[config.mk]
export PLATFORM = sky130hd
export DESIGN_NAME = tws_slave_rx
export DESIGN_NICKNAME = d
export VERILOG_FILES = /design/src/design/tws_shift.v /design/src/design/tws_slave_rx.v /design/src/design/tws_sync.v
export VERILOG_INCLUDE_DIRS = /design/src /design/src/common
export SDC_FILE = /design/constraint.sdc
export NUM_CORES = 1
export LEC_CHECK = 0
export ABC_CLOCK_PERIOD_IN_PS = 1790
export BUFFER_PORTS_ARGS = -buffer_cell sky130_fd_sc_hd__buf_2
export CAP_MARGIN = 10
export CORE_MARGIN = 3
export CORE_UTILIZATION = 50
export DETAILED_ROUTE_END_ITERATION = 12
export PLACE_DENSITY_LB_ADDON = 0.12
export SETUP_SLACK_MARGIN = 0.5
export SLEW_MARGIN = 25
export SYNTH_ARGS = -nofsm -noshare
export SYNTH_HDL_FRONTEND = slang
export SYNTH_HIERARCHICAL = 1
export SYNTH_SLANG_ARGS = --single-unit
export TNS_END_PERCENT = 1
[constraint.sdc]
create_clock -name clk -period 1.79 [get_ports clk]
set_input_delay 0.0895 -clock clk [delete_from_list [all_inputs] [get_ports clk]]
set_output_delay 0.0895 -clock clk [all_outputs]
set_load 0.02 [all_outputs]
[src/common/tws_defines.vh]
`ifndef TWS_DEFINES_VH
`define TWS_DEFINES_VH

// Register indices on the plain register port.
`define TWS_REG_OWN_ADDR  2'h0
`define TWS_REG_CONTROL   2'h1
`define TWS_REG_STATUS    2'h2
`define TWS_REG_DATA      2'h3

// Own-address register fields.
`define TWS_OAR_GCE       0
`define TWS_OAR_ADDR_MSB  7
`define TWS_OAR_ADDR_LSB  1

// Control register fields.
`define TWS_CR_DONE       7
`define TWS_CR_ACK_EN     6
`define TWS_CR_START      5
`define TWS_CR_STOP       4
`define TWS_CR_WCOL       3
`define TWS_CR_IFACE_EN   2
`define TWS_CR_IRQ_EN     0

// Status register fields.
`define TWS_SR_PRESC_MSB  1
`define TWS_SR_CODE_MASK  8'hF8

// Reset values.
`define TWS_OAR_RESET     8'hFE
`define TWS_CR_RESET      8'h00
`define TWS_DATA_RESET    8'hFF

// Status codes with the prescaler bits at zero.
`define TWS_ST_OWN_W      8'h60
`define TWS_ST_ARB_OWN_W  8'h68
`define TWS_ST_GC         8'h70
`define TWS_ST_ARB_GC     8'h78
`define TWS_ST_DATA_ACK   8'h80
`define TWS_ST_DATA_NACK  8'h88
`define TWS_ST_GC_ACK     8'h90
`define TWS_ST_GC_NACK    8'h98
`define TWS_ST_STOP       8'hA0
`define TWS_ST_NONE       8'hF8

// Bus addresses and bit counts.
`define TWS_GC_ADDR       8'h00
`define TWS_LAST_BIT      3'h7

`endif

[src/design/tws_shift.v]
`default_nettype none
module tws_shift (
  input  wire       clk,
  input  wire       sys_rst,
  input  wire       ce,
  input  wire       shiftEn,
  input  wire       bitIn,
  output wire [7:0] dataOut
);
  reg [7:0] shiftReg;

  genvar i;
  generate
    for (i = 0; i < 8; i = i + 1) begin : g_bit
      always @(posedge clk) begin
        if (sys_rst) begin
          shiftReg[i] <= 1'b0;
        end else if (ce && shiftEn) begin
          if (i == 0) begin
            shiftReg[i] <= bitIn;
          end else begin
            shiftReg[i] <= shiftReg[i-1];
          end
        end
      end
    end
  endgenerate

  assign dataOut = shiftReg;
endmodule // tws_shift
`default_nettype wire

[src/design/tws_slave_rx.v]
// Function
// (RL1) Upper seven own-address bits form slave address.
// (RL2) Low own-address bit enables general call response.
// (RL3) Software enables interface and ack before reception.
// (RL4) Match address; direction zero selects slave receive.
// (RL5) Own address write sets done flag, status.
// (RL6) Addressed after lost arbitration reports 0x68/0x78.
// (RL7) Ack enable cleared gives not-acknowledge next byte.
// (RL8) Ack enable zero ignores address, resumes when set.
// (RL9) In deep sleep, address match acks and wakes.
// (RL10) Clock held low after wake until flag cleared.
// (RL11) Data register not updated while asleep.
// (RL12) Status 0x60: own address write acknowledged.
// (RL13) Status 0x70: general call acknowledged.
// (RL14) Status 0x68: arbitration lost, own address acknowledged.
// (RL15) Status 0x78: arbitration lost, general call acknowledged.
// (RL16) Clearing flag receives next byte, ack per enable.
// (RL17) After 0x88 clear returns to not addressed.
// (RL18) Status codes defined with prescaler bits zero.
// (RL19) Stop or repeated start while addressed gives 0xA0.
// (RL20) Clock stretched low while done flag is set; code leaves it released when stop or start sets the flag (0xA0).
`include "tws_defines.vh"
`default_nettype none
module tws_slave_rx (
  input  wire       clk,
  input  wire       sys_rst,
  input  wire       ce,
  input  wire [1:0] regAddr,
  input  wire [7:0] regWdata,
  input  wire       regWr,
  input  wire       regRd,
  output reg  [7:0] regRdata,
  input  wire       sclIn,
  output reg        sclOut,
  output reg        sclOe,
  input  wire       sdaIn,
  output reg        sdaOut,
  output reg        sdaOe,
  input  wire       sleepMode,
  input  wire       arbLost,
  output reg        wakeReq,
  output reg        jobDone
);
  localparam [2:0] ST_IDLE = 3'h0;
  localparam [2:0] ST_ADDR = 3'h1;
  localparam [2:0] ST_AACK = 3'h2;
  localparam [2:0] ST_HOLD = 3'h3;
  localparam [2:0] ST_DATA = 3'h4;
  localparam [2:0] ST_DACK = 3'h5;
  localparam [2:0] ST_SKIP = 3'h6;

  reg  [2:0] state;
  reg  [7:0] ownAddr;
  reg        ackEn;
  reg        startReq;
  reg        stopReq;
  reg        writeColl;
  reg        ifaceEn;
  reg        irqEn;
  reg  [1:0] prescale;
  reg  [7:0] statusCode;
  reg  [7:0] dataReg;
  reg  [2:0] bitCnt;
  reg        byteFull;
  reg        addressed;
  reg        gcMode;
  reg        arbFlag;
  reg        hitGc;
  reg        sclPrev;
  reg        sdaPrev;
  reg  [7:0] next_rdata;

  wire [1:0] syncOut;
  wire       sclS = syncOut[1];
  wire       sdaS = syncOut[0];
  wire [7:0] shiftData;

  wire sclRise   = sclS & ~sclPrev;
  wire sclFall   = ~sclS & sclPrev;
  wire startSeen = sclS & sclPrev & sdaPrev & ~sdaS;
  wire stopSeen  = sclS & sclPrev & ~sdaPrev & sdaS;
  wire shiftEn   = sclRise & ((state == ST_ADDR) | (state == ST_DATA));

  wire ctrlWr  = regWr & (regAddr == `TWS_REG_CONTROL);
  wire doneClr = ctrlWr & regWdata[`TWS_CR_DONE];

  // Own address match needs the write direction bit.
  wire ownHit = (shiftData[7:1] == ownAddr[`TWS_OAR_ADDR_MSB:`TWS_OAR_ADDR_LSB]) // [RL1]
                & ~shiftData[0];                                              // [RL4]
  wire gcHit  = (shiftData == `TWS_GC_ADDR) & ownAddr[`TWS_OAR_GCE];           // [RL2]
  wire addrOk = ifaceEn & ackEn & (ownHit | gcHit);                            // [RL3] [RL8]

  tws_sync u_sync (
    .clk     (clk),
    .sys_rst (sys_rst),
    .ce      (ce),
    .din     ({sclIn, sdaIn}),
    .dout    (syncOut)
  );

  tws_shift u_shift (
    .clk     (clk),
    .sys_rst (sys_rst),
    .ce      (ce),
    .shiftEn (shiftEn),
    .bitIn   (sdaS),
    .dataOut (shiftData)
  );

  always @* begin
    case (regAddr)
      `TWS_REG_OWN_ADDR: next_rdata = ownAddr;
      `TWS_REG_CONTROL:  next_rdata = {jobDone, ackEn, startReq, stopReq,
                                       writeColl, ifaceEn, 1'b0, irqEn};
      // Prescaler bits share the status register with the code.
      `TWS_REG_STATUS:   next_rdata = statusCode | {6'h00, prescale}; // [RL18]
      `TWS_REG_DATA:     next_rdata = dataReg;
      default:           next_rdata = 8'h00;
    endcase
  end

  always @(posedge clk) begin
    if (sys_rst) begin
      regRdata <= 8'h00;
    end else if (ce) begin
      regRdata <= regRd ? next_rdata : 8'h00;
    end
  end

  always @(posedge clk) begin
    if (sys_rst) begin
      state      <= ST_IDLE;
      ownAddr    <= `TWS_OAR_RESET;
      ackEn      <= 1'b0;
      startReq   <= 1'b0;
      stopReq    <= 1'b0;
      writeColl  <= 1'b0;
      ifaceEn    <= 1'b0;
      irqEn      <= 1'b0;
      prescale   <= 2'h0;
      statusCode <= `TWS_ST_NONE;
      dataReg    <= `TWS_DATA_RESET;
      bitCnt     <= 3'h0;
      byteFull   <= 1'b0;
      addressed  <= 1'b0;
      gcMode     <= 1'b0;
      arbFlag    <= 1'b0;
      hitGc      <= 1'b0;
      sclPrev    <= 1'b1;
      sdaPrev    <= 1'b1;
      sclOut     <= 1'b0;
      sclOe      <= 1'b0;
      sdaOut     <= 1'b0;
      sdaOe      <= 1'b0;
      wakeReq    <= 1'b0;
      jobDone    <= 1'b0;
    end else if (ce) begin
      sclPrev <= sclS;
      sdaPrev <= sdaS;

      // Register writes; hardware sets below take priority over clears.
      if (regWr && regAddr == `TWS_REG_OWN_ADDR) begin
        ownAddr <= regWdata;
      end
      if (ctrlWr) begin
        ackEn    <= regWdata[`TWS_CR_ACK_EN];
        startReq <= regWdata[`TWS_CR_START];
        stopReq  <= regWdata[`TWS_CR_STOP];
        ifaceEn  <= regWdata[`TWS_CR_IFACE_EN];
        irqEn    <= regWdata[`TWS_CR_IRQ_EN];
        if (regWdata[`TWS_CR_DONE]) begin
          jobDone   <= 1'b0;
          writeColl <= 1'b0;
        end
      end
      if (regWr && regAddr == `TWS_REG_STATUS) begin
        prescale <= regWdata[`TWS_SR_PRESC_MSB:0];
      end
      if (regWr && regAddr == `TWS_REG_DATA) begin
        if (jobDone) begin
          dataReg <= regWdata;
        end else begin
          writeColl <= 1'b1;
        end
      end
      if (arbLost) begin
        arbFlag <= 1'b1;
      end
      if (!sleepMode) begin
        wakeReq <= 1'b0;
      end

      if (shiftEn) begin
        bitCnt   <= bitCnt + 3'h1;
        byteFull <= (bitCnt == `TWS_LAST_BIT);
      end

      if (!ifaceEn) begin
        state     <= ST_IDLE;
        addressed <= 1'b0;
        sdaOe     <= 1'b0;
        sclOe     <= 1'b0;
      end else if (stopSeen) begin
        if (addressed) begin
          statusCode <= `TWS_ST_STOP; // [RL19]
          jobDone    <= 1'b1;
        end
        addressed <= 1'b0;
        sdaOe     <= 1'b0;
        state     <= ST_IDLE;
      end else if (startSeen) begin
        if (addressed) begin
          statusCode <= `TWS_ST_STOP; // [RL19]
          jobDone    <= 1'b1;
        end
        addressed <= 1'b0;
        sdaOe     <= 1'b0;
        bitCnt    <= 3'h0;
        byteFull  <= 1'b0;
        state     <= ST_ADDR;
      end else begin
        case (state)
          ST_IDLE: begin
            sdaOe <= 1'b0;
          end
          ST_ADDR: begin
            if (sclFall && byteFull) begin
              byteFull <= 1'b0;
              bitCnt   <= 3'h0;
              hitGc    <= gcHit & ~ownHit;
              if (addrOk) begin
                sdaOe <= 1'b1; // [RL4] [RL9]
                state <= ST_AACK;
              end else begin
                state <= ST_SKIP;
              end
            end
          end
          ST_AACK: begin
            if (sclFall) begin
              sdaOe     <= 1'b0;
              addressed <= 1'b1;
              gcMode    <= hitGc;
              // A loss reported in this same cycle stays pending for the next address.
              arbFlag   <= arbLost;
              jobDone   <= 1'b1; // [RL5]
              sclOe     <= 1'b1; // [RL20] [RL10]
              if (sleepMode) begin
                wakeReq <= 1'b1; // [RL9]
              end
              if (hitGc) begin
                statusCode <= arbFlag ? `TWS_ST_ARB_GC : `TWS_ST_GC; // [RL13] [RL15] [RL6]
              end else begin
                statusCode <= arbFlag ? `TWS_ST_ARB_OWN_W : `TWS_ST_OWN_W; // [RL12] [RL14]
              end
              state <= ST_HOLD;
            end
          end
          ST_HOLD: begin
            if (doneClr) begin
              sclOe <= 1'b0; // [RL10]
              if (statusCode == `TWS_ST_DATA_NACK || statusCode == `TWS_ST_GC_NACK) begin
                addressed <= 1'b0; // [RL17]
                state     <= ST_IDLE;
              end else begin
                bitCnt   <= 3'h0;
                byteFull <= 1'b0;
                state    <= ST_DATA; // [RL16]
              end
            end
          end
          ST_DATA: begin
            if (sclFall && byteFull) begin
              byteFull <= 1'b0;
              bitCnt   <= 3'h0;
              // Asleep, the byte is not copied to the data register.
              if (!sleepMode) begin
                dataReg <= shiftData; // [RL11]
              end
              sdaOe <= ackEn; // [RL7] [RL16]
              hitGc <= ackEn;
              state <= ST_DACK;
            end
          end
          ST_DACK: begin
            if (sclFall) begin
              sdaOe   <= 1'b0;
              jobDone <= 1'b1;
              sclOe   <= 1'b1; // [RL20]
              if (gcMode) begin
                statusCode <= hitGc ? `TWS_ST_GC_ACK : `TWS_ST_GC_NACK;
              end else begin
                statusCode <= hitGc ? `TWS_ST_DATA_ACK : `TWS_ST_DATA_NACK; // [RL16] [RL7]
              end
              state <= ST_HOLD;
            end
          end
          ST_SKIP: begin
            sdaOe <= 1'b0;
          end
          default: begin
            state <= ST_IDLE;
          end
        endcase
      end
    end
  end
endmodule // tws_slave_rx
`default_nettype wire

[src/design/tws_sync.v]
`default_nettype none
module tws_sync (
  input  wire       clk,
  input  wire       sys_rst,
  input  wire       ce,
  input  wire [1:0] din,
  output wire [1:0] dout
);
  reg [1:0] stage1;
  reg [1:0] stage2;

  genvar i;
  generate
    for (i = 0; i < 2; i = i + 1) begin : g_bit
      // Bus lines idle high, so both stages reset to one.
      always @(posedge clk) begin
        if (sys_rst) begin
          stage1[i] <= 1'b1;
          stage2[i] <= 1'b1;
        end else if (ce) begin
          stage1[i] <= din[i];
          stage2[i] <= stage1[i];
        end
      end
    end
  endgenerate

  assign dout = stage2;
endmodule // tws_sync
`default_nettype wire
==> impl_results.html <==
<table>
<tr><th>Metric</th><th>Value</th></tr>
<tr><th colspan="2">STA</th></tr>
<tr><td>Slew HR</td><td>between 50% and 60%</td></tr>
<tr><td>Actual transition at the worst max-transition pin</td><td>0.6305 ns</td></tr>
<tr><td>Min Clock Period, post-route</td><td>1.731 ns</td></tr>
<tr><td>F_max</td><td>~580 MHz</td></tr>
<tr><td>Worst-case clock skew</td><td>0.008720 ns</td></tr>
<tr><td>Worst path setup slack after routing</td><td>0.05949 ns</td></tr>
<tr><td>Number of hold-slack violations in the final timing report</td><td>0</td></tr>
<tr><td>Post-route clock period utilization</td><td>96.68%</td></tr>
<tr><td>Setup TNS</td><td>0 ns</td></tr>
<tr><td>Pins over their slew limit</td><td>0</td></tr>
<tr><td>Setup violators final</td><td>0</td></tr>
<tr><td>Setup repair after global routing missed its margin</td><td>true</td></tr>
<tr><th colspan="2">Critical path</th></tr>
<tr><td>Largest fanout on the critical path</td><td>2</td></tr>
<tr><td>Startpoint of the lowest-slack register-to-register path</td><td>ownAddr[3]</td></tr>
<tr><td>Critical Path End Type</td><td>flip-flop</td></tr>
<tr><td>Critical path start-end classification</td><td>reg2reg</td></tr>
<tr><td>Req. time, crit path</td><td>2.04 ns</td></tr>
<tr><td>Critical path startpoint</td><td>ownAddr[3]</td></tr>
<tr><td>Critical path arrival</td><td>1.98 ns</td></tr>
<tr><td>Launching element type of the critical path</td><td>flip-flop</td></tr>
<tr><th colspan="2">Cells and area</th></tr>
<tr><td>Area delta synth-&gt;final</td><td>23.85%</td></tr>
<tr><td>Final design area excluding fillers</td><td>4353 um2</td></tr>
<tr><td>Number of antenna cells inserted</td><td>0</td></tr>
<tr><td>Share of final-layout standard cells stronger than drive strength 1</td><td>between 20 and 30%</td></tr>
<tr><td>Final layout net count</td><td>463</td></tr>
<tr><th colspan="2">Power</th></tr>
<tr><td>Post-layout total power</td><td>roughly 3.2 mW</td></tr>
<tr><td>Clk pwr share</td><td>39.9%</td></tr>
<tr><td>Leakage</td><td>roughly 1.8 nW</td></tr>
<tr><td>Total internal power</td><td>2.375 mW</td></tr>
<tr><td>Comb pwr share</td><td>10.3%</td></tr>
<tr><td>P per Cell Area</td><td>between 700 and 800 nW/um2</td></tr>
<tr><td>Switching power</td><td>0.8592 mW</td></tr>
<tr><td>Net switching fraction of the power</td><td>26.57%</td></tr>
<tr><td>Sequential cell fraction of total power</td><td>49.8%</td></tr>
<tr><td>Max IR drop VDD</td><td>0.5162 mV</td></tr>
<tr><th colspan="2">Placed design</th></tr>
<tr><td>Total cell area at the placement stage</td><td>3919 um2</td></tr>
<tr><td>Post-placement worst setup slack</td><td>-0.01015 ns</td></tr>
<tr><td>Global placement routability congestion</td><td>0.9194</td></tr>
<tr><td>Count of buffers inserted at the top-level ports</td><td>30</td></tr>
<tr><td>Detailed placement HPWL</td><td>around 6600 um</td></tr>
<tr><th colspan="2">Global routing</th></tr>
<tr><td>Initial antenna violation count</td><td>0</td></tr>
<tr><td>Maximum number of pins on one net before global-route repair</td><td>32</td></tr>
<tr><td>Vias in the first global route</td><td>3043</td></tr>
<tr><td>Global-route wire length before repair</td><td>15640 um</td></tr>
<tr><td>GRT Resource Usage Total</td><td>23.78%</td></tr>
<tr><td>Remaining global-route overflow</td><td>0</td></tr>
<tr><th colspan="2">Logic synthesis</th></tr>
<tr><td>Seq cells post-synth</td><td>69</td></tr>
<tr><td>Synth area leader</td><td>sky130_fd_sc_hd__dfxtp_1</td></tr>
<tr><td>Post-synthesis area per instance</td><td>9.177 um2</td></tr>
<tr><td>Area share of the largest cell type after synthesis</td><td>39.30%</td></tr>
<tr><td>Number of different library cells in the post-synthesis netlist</td><td>between 50 and 60</td></tr>
<tr><td>Predominant post-synthesis flop cell</td><td>sky130_fd_sc_hd__dfxtp_1</td></tr>
<tr><td>Seq/Total Area, Yosys</td><td>39.30%</td></tr>
<tr><td>Most numerous cell in the Yosys netlist</td><td>sky130_fd_sc_hd__dfxtp_1</td></tr>
<tr><td>Yosys synthesis warning count</td><td>6</td></tr>
<tr><td>Synthesized cell area</td><td>3515 um2</td></tr>
<tr><td>Number of enable-type register cells in the synthesized netlist</td><td>0</td></tr>
<tr><td>Dominant cells by area after synthesis</td><td>sky130_fd_sc_hd__dfxtp_1 (39%), sky130_fd_sc_hd__mux2i_1 (7.4%), sky130_fd_sc_hd__a211o_1 (5.5%)</td></tr>
<tr><td>Cells after Synth</td><td>383</td></tr>
<tr><td>Proportion of synthesized flip-flops having asynchronous set or reset</td><td>0%</td></tr>
<tr><td>Most used standard cells in the synthesized netlist</td><td>sky130_fd_sc_hd__dfxtp_1 (69), sky130_fd_sc_hd__nor2_1 (42), sky130_fd_sc_hd__mux2i_1 (26)</td></tr>
<tr><th colspan="2">Floorplanning</th></tr>
<tr><td>Chip width</td><td>89.84 um</td></tr>
<tr><td>Vertical die dimension</td><td>89.84 um</td></tr>
<tr><td>Starting Density</td><td>a little over half</td></tr>
<tr><td>Core area</td><td>6568 um2</td></tr>
<tr><td>Ports</td><td>33</td></tr>
<tr><td>Standard-cell rows</td><td>29</td></tr>
<tr><td>Floorplan die area</td><td>8071 um2</td></tr>
<tr><th colspan="2">Clocking</th></tr>
<tr><td>Number of buffers inserted during clock tree synthesis</td><td>9</td></tr>
<tr><td>Later-pin clock latency in the skew report</td><td>0.35 ns</td></tr>
<tr><td>Cell chosen for the clock root</td><td>sky130_fd_sc_hd__clkbuf_8</td></tr>
<tr><td>Buffers from clock root to sink, at most</td><td>2</td></tr>
<tr><td>Clock transition at path regs</td><td>approximately 0.080 ns</td></tr>
<tr><td>Count of clock tree sinks</td><td>just under 70</td></tr>
<tr><td>CTS H-Tree Depth</td><td>3</td></tr>
<tr><td>TritonCTS clock tree</td><td>yes</td></tr>
<tr><th colspan="2">Route</th></tr>
<tr><td>Vias post-DR</td><td>approximately 3100</td></tr>
<tr><td>Post-detailed-routing wire length</td><td>9357 um</td></tr>
<tr><td>Iteration-0 DRC count of the detailed router</td><td>304</td></tr>
<tr><td>Wire per inst</td><td>17.33 um</td></tr>
<tr><td>Vias per cell</td><td>5.783</td></tr>
<tr><td>Length of the first detailed-routing pass in iterations</td><td>5</td></tr>
<tr><td>Post-route DRC</td><td>0</td></tr>
<tr><td>Antenna-violating nets left</td><td>0</td></tr>
<tr><th colspan="2">Run</th></tr>
<tr><td>Max Cap Viol</td><td>0</td></tr>
<tr><th colspan="2">Run status</th></tr>
<tr><td>Status</td><td>completed</td></tr>
<tr><th colspan="2">Min path</th></tr>
<tr><td>Worst Min Path Start</td><td>arbLost</td></tr>
<tr><td>Path type of the worst min-delay path</td><td>in2reg</td></tr>
</table>
==> power groups by stage <==
stage | combinational (mW) | sequential [mW] | clock [mW]
final | 0.333 | 1.61 | 1.29
after global routing | 0.363 | 1.61 | 1.40
after CTS | 0.325 | 1.61 | 1.31
after detailed placement | 0.306 | 1.64 | 0
after global placement | 0.301 | 1.64 | 0
after floorplan | 0.189 | 1.65 | 0
==> through the flow <==
step	std cells	hold WS [ns]	utilization, %
after global routing	540	0.03169	66.28
after global placement	513	0.2951	59.67
after floorplan	384	0.1881	-
final	540	0.02243	66.28
after CTS	540	0.02127	64.76
after detailed placement	513	0.2992	59.67
==> what timing repair did <==
item                       in CTS  in global routing
setup endpoints to repair      40                 41
resized for setup              10                 27
setup buffers                   2                  0
hold buffers                    9                  0
hold endpoints to repair       10                  0
pin swaps                       5                 16
==> final cells by class <==
class	count	area (um2)
inverter	2	7.507
clock buffer	9	123.9
sequential	69	1393
clock inverter	7	75.07
tap	93	116.4
fill	538	2215
multi-input combinational	283	2087
timing repair buffer	77	550.5
==> kinds of logic (layout without fill, tap and decap cells) <==
kind of cell,count (synthesis),after routing,synth area share (%)
xor+xnor,10,10,2.492
buf+inv,32,95,4.663
fa+ha+maj,2,2,0.7119
compound gates,100,100,20.15
other cells,1,2,0.1067
simple gates,136,136,20.68
mux,33,33,11.89
flops,69,69,39.30
==> path summary, 6_finish.rpt <==
kind	endpoint	slack, ns	cells past startpoint
worst min-delay path	arbFlag	0.02	3
worst max register to register	sdaOe	0.06	6
worst min register to register	u_sync/dout[0]	0.46	1
worst max-delay path	sdaOe	0.06	6
==> metal layers <==
metal	GRT usage [%]	wire, um
met1	35.12	4488
met2	35.34	4268
met3	5.760	517
met4	4.981	83
met5	0	0
==> layout by cell type (no fill, tap or decap), types with 15 or more instances in the layout <==
| cell type | count |
|---|---|
| sky130_fd_sc_hd__nand2_1 | 16 |
| sky130_fd_sc_hd__mux2i_1 | 26 |
| sky130_fd_sc_hd__o21ai_0 | 15 |
| sky130_fd_sc_hd__dfxtp_1 | 62 |
| sky130_fd_sc_hd__buf_4 | 36 |
| sky130_fd_sc_hd__nor2b_1 | 16 |
| sky130_fd_sc_hd__nand2b_1 | 15 |
| sky130_fd_sc_hd__buf_2 | 30 |
| sky130_fd_sc_hd__a211o_1 | 22 |
| sky130_fd_sc_hd__nor2_1 | 37 |
==> sequential cells by signal, summed over array words and instances, names as in the netlist, 2 cells and up <==
| signal | count |
|---|---|
| dataReg | 8 |
| ownAddr | 8 |
| regRdata | 8 |
| statusCode | 8 |
| u_shift/dataOut | 8 |
| bitCnt | 3 |
| state | 3 |
| prescale | 2 |
| u_sync/dout | 2 |
| u_sync/stage1 | 2 |
==> worst max-delay path, stage by stage (launching register included) <==
cell,delay (ns)
sky130_fd_sc_hd__dfxtp_1,0.33
sky130_fd_sc_hd__xor2_1,0.18
sky130_fd_sc_hd__or4_4,0.49
sky130_fd_sc_hd__o21ai_2,0.16
sky130_fd_sc_hd__a41o_1,0.21
sky130_fd_sc_hd__a21oi_2,0.06
sky130_fd_sc_hd__a31o_2,0.20
(Power assumes the default switching activity.)
